$ cat src/drive_select_pkg.sv
package drive_select_pkg;

  // register byte addresses (index times four)
  localparam logic [3:0] tape_assign_idx   = 4'h3;
  localparam logic [3:0] dig_out_idx       = 4'h2;
  localparam logic [3:0] cfg_five_idx      = 4'h5;
  localparam logic [3:0] tape_active_idx   = 4'h6;
  localparam logic [5:0] tape_assign_addr  = {tape_assign_idx, 2'b00};
  localparam logic [5:0] dig_out_addr      = {dig_out_idx, 2'b00};
  localparam logic [5:0] cfg_five_addr     = {cfg_five_idx, 2'b00};
  localparam logic [5:0] tape_active_addr  = {tape_active_idx, 2'b00};

  // digital output register fields
  localparam int unsigned dor_sel_lsb      = 0;
  localparam int unsigned dor_rst_bit      = 2;
  localparam int unsigned dor_dma_bit      = 3;
  localparam int unsigned dor_mot_lsb      = 4;

  // configuration register five fields
  localparam int unsigned cfg_swap_bit     = 0;
  localparam int unsigned cfg_ext_bit      = 1;
  localparam int unsigned cfg_enh_bit      = 2;

  localparam logic [7:0] dor_reset_val     = 8'h00;
  localparam logic [7:0] cfg_reset_val     = 8'h00;
  localparam logic [1:0] tape_reset_val    = 2'h0;
  localparam logic [1:0] tape_none_code    = 2'h0;

  typedef struct packed {
    logic       sel1_n;
    logic       sel0_n;
    logic       mot1_n;
    logic       mot0_n;
  } drive_pins_s;

  localparam drive_pins_s pins_idle        = '{sel1_n: 1'b1, sel0_n: 1'b1,
                                               mot1_n: 1'b1, mot0_n: 1'b1};

endpackage

$ cat src/drive_select_decode_tape_reg.sv
// The Wishbone slave port is this design's own decision.
`timescale 1ns/1ps

module drive_select_decode_tape_reg (
  input  wire logic                      clk_i,
  input  wire logic                      rst_i,
  input  wire logic                      wb_cyc_i,
  input  wire logic                      wb_stb_i,
  input  wire logic                      wb_we_i,
  input  wire logic [5:0]                wb_adr_i,
  input  wire logic [3:0]                wb_sel_i,
  input  wire logic [31:0]               wb_dat_i,
  output logic      [31:0]               wb_dat_o,
  output logic      [7:0]                wb_dat_oe_n_o,
  output logic                           wb_ack_o,
  output logic                           wb_err_o,
  output logic                           drv_select_out0_n_o,
  output logic                           drv_select_out1_n_o,
  output logic                           motor_on_out0_n_o,
  output logic                           motor_on_out1_n_o,
  output logic                           soft_reset_o,
  output logic                           dma_enable_o,
  output logic                           tape_active_o
);
  import drive_select_pkg::*;

  logic [7:0]  digital_output_ctl_q;
  logic [7:0]  config_register_five_q;
  logic [1:0]  tape_select_q;
  drive_pins_s pins_q;
  logic        soft_reset_q;
  logic        dma_q;
  logic        tape_active_q;
  logic [31:0] dat_q;
  logic [7:0]  oe_n_q;
  logic        ack_q;
  logic        err_q;

  // bus decode
  wire         req       = wb_cyc_i & wb_stb_i & ~ack_q & ~err_q;
  wire         hit_tape  = (wb_adr_i == tape_assign_addr);
  wire         hit_dor   = (wb_adr_i == dig_out_addr);
  wire         hit_cfg   = (wb_adr_i == cfg_five_addr);
  wire         hit_act   = (wb_adr_i == tape_active_addr);
  wire         hit_any   = hit_tape | hit_dor | hit_cfg | hit_act;
  wire         wr_lane0  = req & wb_we_i & wb_sel_i[0];
  wire         wr_tape   = wr_lane0 & hit_tape;
  wire         wr_dor    = wr_lane0 & hit_dor;
  wire         wr_cfg    = wr_lane0 & hit_cfg;

  wire [7:0]   dor_d     = wr_dor ? wb_dat_i[7:0] : digital_output_ctl_q;
  wire [7:0]   cfg_d     = wr_cfg ? wb_dat_i[7:0] : config_register_five_q;
  wire [1:0]   tape_d    = wr_tape ? wb_dat_i[1:0] : tape_select_q;

  wire         swap      = cfg_d[cfg_swap_bit];
  wire         ext_mode  = cfg_d[cfg_ext_bit];
  wire         enh_mode  = config_register_five_q[cfg_enh_bit];
  wire [1:0]   select_drive_zero = dor_d[dor_sel_lsb +: 2];
  wire [3:0]   motor_drive_zero  = dor_d[dor_mot_lsb +: 4];

  // swaps drive numbers 0 and 1, leaves 2 and 3
  function automatic logic [1:0] swap01(input logic [1:0] code, input logic en);
    swap01 = (en && code[1] == 1'b0) ? {1'b0, ~code[0]} : code;
  endfunction

  wire [1:0]   phys_code = swap01(select_drive_zero, swap);
  wire         mot_sel   = motor_drive_zero[select_drive_zero];
  wire         int_sel0  = (phys_code == 2'h0) & mot_sel;
  wire         int_sel1  = (phys_code == 2'h1) & mot_sel;
  wire [1:0]   int_mot   = swap ? {motor_drive_zero[0], motor_drive_zero[1]}
                                : {motor_drive_zero[1], motor_drive_zero[0]};

  drive_pins_s pins_int;
  drive_pins_s pins_ext;
  drive_pins_s pins_d;
  // an all-zero motor field gives mot_sel zero, so no select drops
  assign pins_int = '{sel1_n: ~int_sel1, sel0_n: ~int_sel0,
                      mot1_n: ~int_mot[1], mot0_n: ~int_mot[0]};
  // one shared motor line; the outboard decoder routes it by the code
  assign pins_ext = '{sel1_n: phys_code[1], sel0_n: phys_code[0],
                      mot1_n: 1'b1, mot0_n: ~mot_sel};
  assign pins_d   = ext_mode ? pins_ext : pins_int;

  // tape drive is the one named by the code; zero code means none
  wire         tape_hit  = (tape_select_q != tape_none_code) &&
                           (select_drive_zero == tape_select_q);

  wire [7:0]   tape_rd   = {6'h00, tape_select_q};
  wire [7:0]   rd_byte   = hit_tape ? tape_rd :
                           hit_dor  ? digital_output_ctl_q :
                           hit_cfg  ? config_register_five_q :
                           {7'h00, tape_active_q};
  // normal mode floats the upper tape bits; enhanced fields are not built, read zero
  wire [7:0]   oe_n_d    = (req & ~wb_we_i & hit_tape & ~enh_mode) ? 8'hfc :
                           (req & ~wb_we_i & hit_any) ? 8'h00 : 8'hff;

  always_ff @(posedge clk_i) begin
    if (rst_i) begin
      digital_output_ctl_q   <= dor_reset_val;
      config_register_five_q <= cfg_reset_val;
      tape_select_q          <= tape_reset_val;
      pins_q                 <= pins_idle;
      soft_reset_q           <= 1'b1;
      dma_q                  <= 1'b0;
      tape_active_q          <= 1'b0;
      dat_q                  <= 32'h0000_0000;
      oe_n_q                 <= 8'hff;
      ack_q                  <= 1'b0;
      err_q                  <= 1'b0;
    end else begin
      digital_output_ctl_q   <= dor_d;
      config_register_five_q <= cfg_d;
      tape_select_q          <= tape_d;
      pins_q                 <= pins_d;
      soft_reset_q           <= ~dor_d[dor_rst_bit];
      dma_q                  <= dor_d[dor_dma_bit];
      tape_active_q          <= tape_hit;
      dat_q                  <= (req & ~wb_we_i & hit_any) ? {24'h00_0000, rd_byte} : 32'h0;
      oe_n_q                 <= oe_n_d;
      ack_q                  <= req & hit_any;
      err_q                  <= req & ~hit_any;
    end
  end

  assign wb_dat_o            = dat_q;
  assign wb_dat_oe_n_o       = oe_n_q;
  assign wb_ack_o            = ack_q;
  assign wb_err_o            = err_q;
  assign drv_select_out0_n_o = pins_q.sel0_n;
  assign drv_select_out1_n_o = pins_q.sel1_n;
  assign motor_on_out0_n_o   = pins_q.mot0_n;
  assign motor_on_out1_n_o   = pins_q.mot1_n;
  assign soft_reset_o        = soft_reset_q;
  assign dma_enable_o        = dma_q;
  assign tape_active_o       = tape_active_q;

  // checks
  a_int_idle_selects: assert property (@(posedge clk_i) disable iff (rst_i)
    (!ext_mode && motor_drive_zero == 4'h0) |=> (drv_select_out0_n_o && drv_select_out1_n_o))
    else $error("select low with all motors off");

  a_int_plain_sel0: assert property (@(posedge clk_i) disable iff (rst_i)
    (!ext_mode && !swap && select_drive_zero == 2'h0 && motor_drive_zero[0])
      |=> (!drv_select_out0_n_o && drv_select_out1_n_o))
    else $error("internal plain drive 0 select wrong");

  a_int_swap_sel: assert property (@(posedge clk_i) disable iff (rst_i)
    (!ext_mode && swap && select_drive_zero == 2'h0 && motor_drive_zero[0])
      |=> (drv_select_out0_n_o && !drv_select_out1_n_o))
    else $error("internal swapped drive 0 select wrong");

  a_int_swap_motors: assert property (@(posedge clk_i) disable iff (rst_i)
    (!ext_mode && swap) |=> (motor_on_out1_n_o == !$past(motor_drive_zero[0])
                             && motor_on_out0_n_o == !$past(motor_drive_zero[1])))
    else $error("swapped motor outputs wrong");

  a_ext_plain_code: assert property (@(posedge clk_i) disable iff (rst_i)
    (ext_mode && !swap) |=> ({drv_select_out1_n_o, drv_select_out0_n_o}
                              == $past(select_drive_zero) && motor_on_out1_n_o))
    else $error("external code not passed");

  a_ext_swap_code: assert property (@(posedge clk_i) disable iff (rst_i)
    (ext_mode && swap && select_drive_zero == 2'h1)
      |=> ({drv_select_out1_n_o, drv_select_out0_n_o} == 2'h0))
    else $error("external swap code wrong");

  a_tape_never_zero: assert property (@(posedge clk_i) disable iff (rst_i)
    tape_active_o |-> ($past(tape_select_q) != 2'h0 && $past(select_drive_zero) != 2'h0))
    else $error("tape flagged for drive 0");

  a_tape_write_read: assert property (@(posedge clk_i) disable iff (rst_i)
    wr_tape |=> (tape_select_q == $past(wb_dat_i[1:0])))
    else $error("tape select not stored");

  a_tape_float_upper: assert property (@(posedge clk_i) disable iff (rst_i)
    (req && !wb_we_i && hit_tape && !enh_mode) |=> (wb_ack_o && wb_dat_oe_n_o == 8'hfc))
    else $error("tape upper bits driven");

  a_soft_reset_hold: assert property (@(posedge clk_i) disable iff (rst_i)
    (soft_reset_o && !wr_dor) |=> soft_reset_o)
    else $error("soft reset released without write");

  a_int_plain_sel1: assert property (@(posedge clk_i) disable iff (rst_i)
    (!ext_mode && !swap && select_drive_zero == 2'h1 && motor_drive_zero[1])
      |=> (drv_select_out0_n_o && !drv_select_out1_n_o))
    else $error("internal plain drive 1 select wrong");

  a_int_swap_sel1: assert property (@(posedge clk_i) disable iff (rst_i)
    (!ext_mode && swap && select_drive_zero == 2'h1 && motor_drive_zero[1])
      |=> (!drv_select_out0_n_o && drv_select_out1_n_o))
    else $error("internal swapped drive 1 select wrong");

  // internal scheme has no pins for drives 2 and 3
  a_int_high_codes: assert property (@(posedge clk_i) disable iff (rst_i)
    (!ext_mode && select_drive_zero[1])
      |=> (drv_select_out0_n_o && drv_select_out1_n_o))
    else $error("internal select low for drive 2 or 3");

  a_int_plain_motors: assert property (@(posedge clk_i) disable iff (rst_i)
    (!ext_mode && !swap) |=> (motor_on_out1_n_o == !$past(motor_drive_zero[1])
                              && motor_on_out0_n_o == !$past(motor_drive_zero[0])))
    else $error("plain motor outputs wrong");

  a_ext_swap_pass: assert property (@(posedge clk_i) disable iff (rst_i)
    (ext_mode && swap && select_drive_zero[1])
      |=> ({drv_select_out1_n_o, drv_select_out0_n_o} == $past(select_drive_zero)))
    else $error("external swap changed codes 2 or 3");

  a_ext_swap_zero: assert property (@(posedge clk_i) disable iff (rst_i)
    (ext_mode && swap && select_drive_zero == 2'h0)
      |=> ({drv_select_out1_n_o, drv_select_out0_n_o} == 2'h1 && motor_on_out1_n_o))
    else $error("external swap code zero wrong");

  a_ext_motor_line: assert property (@(posedge clk_i) disable iff (rst_i)
    ext_mode |=> (motor_on_out0_n_o == !$past(motor_drive_zero[select_drive_zero])))
    else $error("external motor line wrong");

  a_bus_ack_pulse: assert property (@(posedge clk_i) disable iff (rst_i)
    wb_ack_o |=> !wb_ack_o)
    else $error("ack longer than one cycle");

  a_bus_err_unmapped: assert property (@(posedge clk_i) disable iff (rst_i)
    (req && !hit_any) |=> (wb_err_o && !wb_ack_o))
    else $error("unmapped access not refused");

  a_soft_reset_release: assert property (@(posedge clk_i) disable iff (rst_i)
    (wr_dor && wb_dat_i[dor_rst_bit]) |=> !soft_reset_o)
    else $error("soft reset not released by write");

  a_tape_code_match: assert property (@(posedge clk_i) disable iff (rst_i)
    (tape_select_q != 2'h0 && select_drive_zero == tape_select_q) |=> tape_active_o)
    else $error("tape drive not flagged");

  // soft reset must not disturb the tape assignment
  a_tape_soft_reset: assert property (@(posedge clk_i) disable iff (rst_i)
    (soft_reset_o && !wr_tape) |=> $stable(tape_select_q))
    else $error("tape select lost in soft reset");

endmodule

$ cat config.mk
export PLATFORM = sky130hd
export DESIGN_NAME = drive_select_decode_tape_reg
export DESIGN_NICKNAME = d
export VERILOG_FILES = /design/src/drive_select_pkg.sv /design/src/drive_select_decode_tape_reg.sv
export SDC_FILE = /design/constraint.sdc
export NUM_CORES = 1
export LEC_CHECK = 0
export BUFFER_PORTS_ARGS = -buffer_cell sky130_fd_sc_hd__buf_2
export CORE_AREA = 2 2 74 58
export CTS_CLUSTER_SIZE = 28
export DETAILED_ROUTE_END_ITERATION = 12
export DIE_AREA = 0 0 76 60
export HOLD_SLACK_MARGIN = 0.03
export PLACE_DENSITY = 0.83
export SLEW_MARGIN = 10
export SYNTH_ARGS = -nofsm -noshare
export SYNTH_HDL_FRONTEND = slang
export SYNTH_SLANG_ARGS = --single-unit
$ cat constraint.sdc
create_clock -name clk_i -period 5.1 [get_ports clk_i]
set_input_delay 1.02 -clock clk_i [delete_from_list [all_inputs] [get_ports clk_i]]
set_output_delay 1.02 -clock clk_i [all_outputs]
set_load 0.01 [all_outputs]
==> results of run 1 <==
stage by stage:
stage	setup WS [ns]	std cells	hold slack, ns
detailed placement	1.58	271	0.481
CTS	1.84	279	0.498
finish	1.82	279	0.498
floorplan	2.30	209	0.446
global route	1.68	279	0.541
global placement	1.58	271	0.468
sequential cells by signal (all words and copies together) (netlist names):
name and cells:
motor_on_out0_n_o 1, wb_dat_oe_n_o 2, tape_select_q 2, wb_err_o 1, wb_dat_o 8, config_register_five_q 8
drv_select_out0_n_o 1, tape_active_o 1, soft_reset_o 1, drv_select_out1_n_o 1, wb_ack_o 1, digital_output_ctl_q 8
motor_on_out1_n_o 1
how the worst max path moves through the flow:
| stage | from | to | slack [ns] | cells after the start |
|---|---|---|---|---|
| after floorplan | wb_adr_i[1] | drv_select_out0_n_o | 2.30 | 8 |
| after global placement | wb_adr_i[1] | drv_select_out0_n_o | 1.58 | 7 |
| after detailed placement | wb_adr_i[1] | drv_select_out0_n_o | 1.58 | 7 |
| after CTS | wb_adr_i[1] | drv_select_out0_n_o | 1.84 | 7 |
| after global routing | wb_adr_i[1] | drv_select_out0_n_o | 1.68 | 7 |
| final | wb_adr_i[1] | drv_select_out0_n_o | 1.82 | 7 |
cell usage after synthesis:
| cell type | n |
|---|---|
| dfxtp_1 | 36 |
| buf_4 | 32 |
| nor2_1 | 28 |
| mux2i_1 | 27 |
| nand2_1 | 9 |
| a22oi_1 | 6 |
| a21oi_1 | 4 |
| buf_2 | 3 |
| clkbuf_1 | 3 |
| inv_1 | 3 |
| nand3b_1 | 3 |
| mux2_2 | 2 |
| mux4_2 | 2 |
| nor2b_1 | 2 |
| o21ai_0 | 2 |
| or3_1 | 2 |
| xnor2_1 | 2 |
| a2111oi_0 | 1 |
| a21bo_2 | 1 |
| a222oi_1 | 1 |
| conb_1 | 1 |
| nand3_1 | 1 |
| nand4b_1 | 1 |
| nand4bb_1 | 1 |
| nor2_2 | 1 |
| nor3_1 | 1 |
| nor3_2 | 1 |
| nor3b_1 | 1 |
| nor4_2 | 1 |
| nor4_4 | 1 |
| o21a_1 | 1 |
| o21bai_1 | 1 |
| o221ai_1 | 1 |
| o2bb2ai_1 | 1 |
| o31ai_1 | 1 |
| or2_2 | 1 |
| or3b_1 | 1 |
cells by family (layout without fill, tap and decap cells):
| family | after synthesis | after routing |
|---|---|---|
| other | 1 | 24 |
| XOR/XNOR | 2 | 2 |
| AO/OA/AOI/OAI | 20 | 20 |
| buffers and inverters | 41 | 56 |
| flip-flops | 36 | 36 |
| multiplexers | 31 | 31 |
| AND/OR/NAND/NOR | 55 | 55 |
report_power, final:
group / switching, mW / internal, mW / leakage, nW
combinational: 0.0231 / 0.0107 / 0.467
clock: 0.103 / 0.145 / 0.0552
sequential: 0.000244 / 0.281 / 0.290
total: 0.126 / 0.437 / 0.812
layout make-up:
type / instances / area, sq um / area share
clock buffers: 6 / 72.6 / 0.0360
clock inverters: 2 / 35.0 / 0.0174
inverters: 3 / 11.3 / 0.00559
multi-input cells: 132 / 878 / 0.436
flip-flops and latches: 36 / 721 / 0.358
well taps: 55 / 68.8 / 0.0342
repair buffers: 45 / 228 / 0.113
worst max-delay path: cells and delay by family:
kind	cells	cell delay [ns]
multiplexers	1	0.49
AO/OA/AOI/OAI	1	0.14
AND/OR/NAND/NOR	3	1.50
XOR/XNOR	1	0.20
buffers and inverters	1	0.09
per-layer routing:
layer,vias up,track usage
met2,57,0.256
met3,8,0.0468
met5,-,0
met1,593,0.204
met4,0,0.0935
li1,659,-
==> metrics.txt, run 1 <==
Avg Inst Size Synth 9.63 sq um; 1st-iter DRT viols 57; Synth cell types 37; Die Ht 60 um; CP required 5.28 ns; RR Startpoint wb_err_o; Reg2Reg Capture Point drv_select_out0_n_o; Tot GR Track Use 0.163; Seq/Total Area, Yosys 0.403; WL met3 236 um; adder-cell share of the synthesized area 0; critical path class primary input to flip-flop; I/O pin count 96; Simple-Gate Fraction of Synth Area 0.161; via count 1317; Critical Path AT 3.46 ns; number of fillers in the final layout 384; Design Power 563 uW; CP max FO 13; largest family of logic cells by synthesized area multiplexers; Yosys warnings 0; routed len/inst 12.3 um; postcts setup bufs 0; clk_lat worst skew 0.30 ns; hpwl dp 2530 um; dominant cell type by area after synthesis dfxtp_1; final core utilization 0.519; Synth Cell Area 1790 sq um; root buf cell clkbuf_8; die area 4560 sq um; Setup crit end kind flip-flop; Seq cells post-synth 36; Max rail drop VDD 0.000116 V; Worst Reg-to-Reg Cells 6; H-tree levels 2; cell area after layout 2010 sq um; CTS tree yes; Metal-1 WL 1590 um; dpl cell area 1910 sq um; post-synthesis compound-gate area fraction 0.0804; Leakage 0.812 nW; die width 76 um; Worst slew margin 0.321; final slew viol count 0; DR top layer met4; DRC errors left 0; P&R area growth vs syn 12.5%; # nets final 270; worst hold start config_register_five_q[2]; core area 3880 sq um; number of global-route vias before repair 1234; share of layout cells above drive strength 1 0.277; CP Cell Sequence buf_2 -> or3_1 -> nor4_4 -> mux2i_1 -> xnor2_1 -> o2bb2ai_1 -> nand2_1; cts repair resizes 0; multiplexer area fraction after synthesis 0.189; clock transition at the registers of the reported paths 0.07 ns; Synth Instances 186; fin crit period 3.28 ns; Final Hold Viols 0; IO Port Bufs 44; clock buffer depth 2; most frequent cells in the layout 44 x buf_2, 36 x dfxtp_1, 28 x nor2_1, 27 x mux2i_1, 24 x conb_1; Final TNS setup 0 ns; GPL Wtd Cong 0.771; Final setup viols 0; Clock Sinks 36; Synth top area share 0.403; hold-fix buffer count after cts 0; synth top area cells dfxtp_1 40%, mux2i_1 15%, buf_4 13%, nor2_1 5.9%, a22oi_1 2.5%; commonest non-fill, non-tap cell in the layout buf_2; Power per Cell Area 280 nW/um^2; CTS buffer count 5; RSZ-0062 raised after global routing no; max cap viols 0; status completed; initial antenna violation count 0; crit start category primary input; grt ovf 0; Rows 20; Synth Area in XOR/XNOR 0.00978; Slowest cell on crit path nor4_4; WL final 3430 um; Setup Skew 0.00966 ns; Vias/cell 4.72; Hold WC Path Type flip-flop to flip-flop; first-pass GRT wire length 5670 um; ANT cells 0; r2r setup slk 2.30 ns; Peak Freq 0.305 GHz; largest net degree at the start of global routing 25; Hold Path Stages 1; fin crit share 0.642; Initial Utilization 0.462; CP max stage delay 0.93 ns; wire length on met2 1530 um; Slew @ Worst Pin 1.01 ns; first-pass iteration count of the detailed router 4; Final ANT Viol Nets 0; WHS Endpoint wb_dat_oe_n_o[6]
No activity file was read; power rests on OpenSTA's default activity.
==> run 2, diff against run 1 <==
--- a/config.mk
+++ b/config.mk
@@ -6,12 +6,12 @@
 export NUM_CORES = 1
 export LEC_CHECK = 0
 export BUFFER_PORTS_ARGS = -buffer_cell sky130_fd_sc_hd__buf_2
-export CORE_AREA = 2 2 74 58
+export CORE_AREA = 2 2 81 63
 export CTS_CLUSTER_SIZE = 28
 export DETAILED_ROUTE_END_ITERATION = 12
-export DIE_AREA = 0 0 76 60
+export DIE_AREA = 0 0 83 65
 export HOLD_SLACK_MARGIN = 0.03
-export PLACE_DENSITY = 0.83
+export PLACE_DENSITY = 0.74
 export SLEW_MARGIN = 10
 export SYNTH_ARGS = -nofsm -noshare
 export SYNTH_HDL_FRONTEND = slang
==> constraint.sdc (replaced) <==
create_clock -name clk_i -period 2.7 [get_ports clk_i]
set_input_delay 0.54 -clock clk_i [delete_from_list [all_inputs] [get_ports clk_i]]
set_output_delay 0.54 -clock clk_i [all_outputs]
set_load 0.01 [all_outputs]
==> run 2 against run 1 <==
Register-to-register slack got worse by 1.7 ns. Critical path depth is the same. Die area rose by 18%. Design area increased by 3.1%. Sequential cell count unchanged. Sequential power grew 89%. Utilization shrank 7.8 points. Cell count increased by 4.3%. Critical endpoint unchanged.
==> metrics.txt, run 2 (synthesis gave the netlist of run 1 again) <==
status completed; Vias/cell 4.71; clock buffer depth 2; grt ovf 0; Final TNS setup 0 ns; WL final 3400 um; Post-Layout Cell Count 291; first-pass GRT wire length 5870 um; Clock Sinks 36; Initial Utilization 0.380; 1st-iter DRT viols 66; CP required 2.87 ns; Max rail drop VDD 0.000197 V; CTS buffer count 5; CP Cell Sequence buf_2 -> or3_1 -> nor4_4 -> mux2i_1 -> xnor2_1 -> o2bb2ai_1 -> nand2_1; Tot GR Track Use 0.136; FF+latch area 721 sq um; fin crit period 2.28 ns; GPL Wtd Cong 0.838; Final Hold Viols 0; Final setup viols 0; RSZ-0062 raised after global routing no; Power per Cell Area 512 nW/um^2; postcts setup bufs 0; first-pass iteration count of the detailed router 5; P&R area growth vs syn 16.0%; # nets final 277; Die Ht 65 um; Setup Skew 0.00460 ns; die area 5400 sq um; fin crit share 0.845; internal power 826 uW; multi-input combinational cell area 878 sq um; via count 1370; root buf cell clkbuf_8; largest net degree at the start of global routing 25; Buffers & Inverters on Critical Path 1; I/O pin count 96; CP max stage delay 0.50 ns; initial antenna violation count 0; number of fillers in the final layout 455; Sequential Power Share 0.501; ANT cells 0; Inst Count DP 283; share of layout cells above drive strength 1 0.303; H-tree levels 2; Slowest cell on crit path or3_1; cell area after layout 2080 sq um; CTS tree yes; P_sw 236 uW; commonest non-fill, non-tap cell in the layout buf_2; Final ANT Viol Nets 0; most frequent cells in the layout 44 x buf_2, 36 x dfxtp_1, 28 x nor2_1, 27 x mux2i_1, 24 x conb_1; final core utilization 0.441; die width 83 um; Switching Fraction 0.222; Critical Path AT 2.45 ns; clock transition at the registers of the reported paths 0.07 ns; core area 4710 sq um; IO Port Bufs 44; Hold WC Path Type flip-flop to flip-flop; Leakage 0.847 nW; Peak Freq 0.438 GHz; hold-fix buffer count after cts 0; CP max FO 6; clk_lat worst skew 0.28 ns; kind of cell adding the most delay to the critical path simple AND/OR/NAND/NOR gates; dpl cell area 1970 sq um; Setup crit end kind flip-flop; final slew viol count 0; clock share of power 0.438; Comb pwr share 0.061; critical path class primary input to flip-flop; routed len/inst 11.7 um; Rows 22; DRC errors left 0; max cap viols 0; number of global-route vias before repair 1273; crit start category primary input; hpwl dp 2640 um; cts repair resizes 0
==> run 2: changes by cell type in the layout (fill, tap and decap cells not counted) <==
cell	change
buf_4	+7
clkbuf_1	-1
clkinvlp_4	+1
==> run 2: worst reg2reg max path: cells and delay by family (launching register included) <==
kind,cells,cell delay (ns)
xor+xnor,1,0.20
buf+inv,1,0.19
simple gates,3,0.66
compound gates,1,0.14
mux,1,0.45
flops,1,0.31
==> run 2: area by class of cell <==
class	count	share of cell area
flip-flops and latches	36	0.347
well taps	60	0.0361
clock inverters	3	0.0205
repair buffers	52	0.135
multi-input cells	132	0.423
clock buffers	5	0.0331
inverters	3	0.00542
==> run 2: worst paths after layout <==
kind	startpoint	end	slack (ns)	cells after the start
min	config_register_five_q[2]	wb_dat_oe_n_o[6]	0.49	1
max	wb_adr_i[1]	drv_select_out0_n_o	0.42	7
max reg2reg	wb_err_o	drv_select_out0_n_o	0.65	7
min reg2reg	config_register_five_q[2]	wb_dat_oe_n_o[6]	0.49	1
==> run 2: per-layer routing <==
| layer | routed length, um | vias to the layer above | GRT usage |
|---|---|---|---|
| li1 | - | 675 | - |
| met1 | 1560 | 639 | 0.173 |
| met2 | 1580 | 51 | 0.218 |
| met3 | 227 | 5 | 0.0408 |
| met4 | 39 | 0 | 0.0492 |
| met5 | 0 | - | 0 |
==> run 2: stage by stage <==
stage          hold slack (ns)  worst slack, ns  power, mW
2_1_floorplan            0.446            0.380      0.611
3_3_place_gp             0.471            0.137      0.609
3_5_place_dp             0.479            0.130      0.610
4_1_cts                  0.491            0.424       1.07
5_1_grt                  0.506            0.303       1.11
6_report                 0.486            0.419       1.06
==> run 2: power by group through the flow <==
stage	registers (mW)	logic [mW]	clock network [mW]
floorplan	0.545	0.0657	0
global placement	0.544	0.0642	0
detailed placement	0.544	0.0652	0
CTS	0.532	0.0653	0.477
global route	0.532	0.0729	0.510
finish	0.532	0.0652	0.465
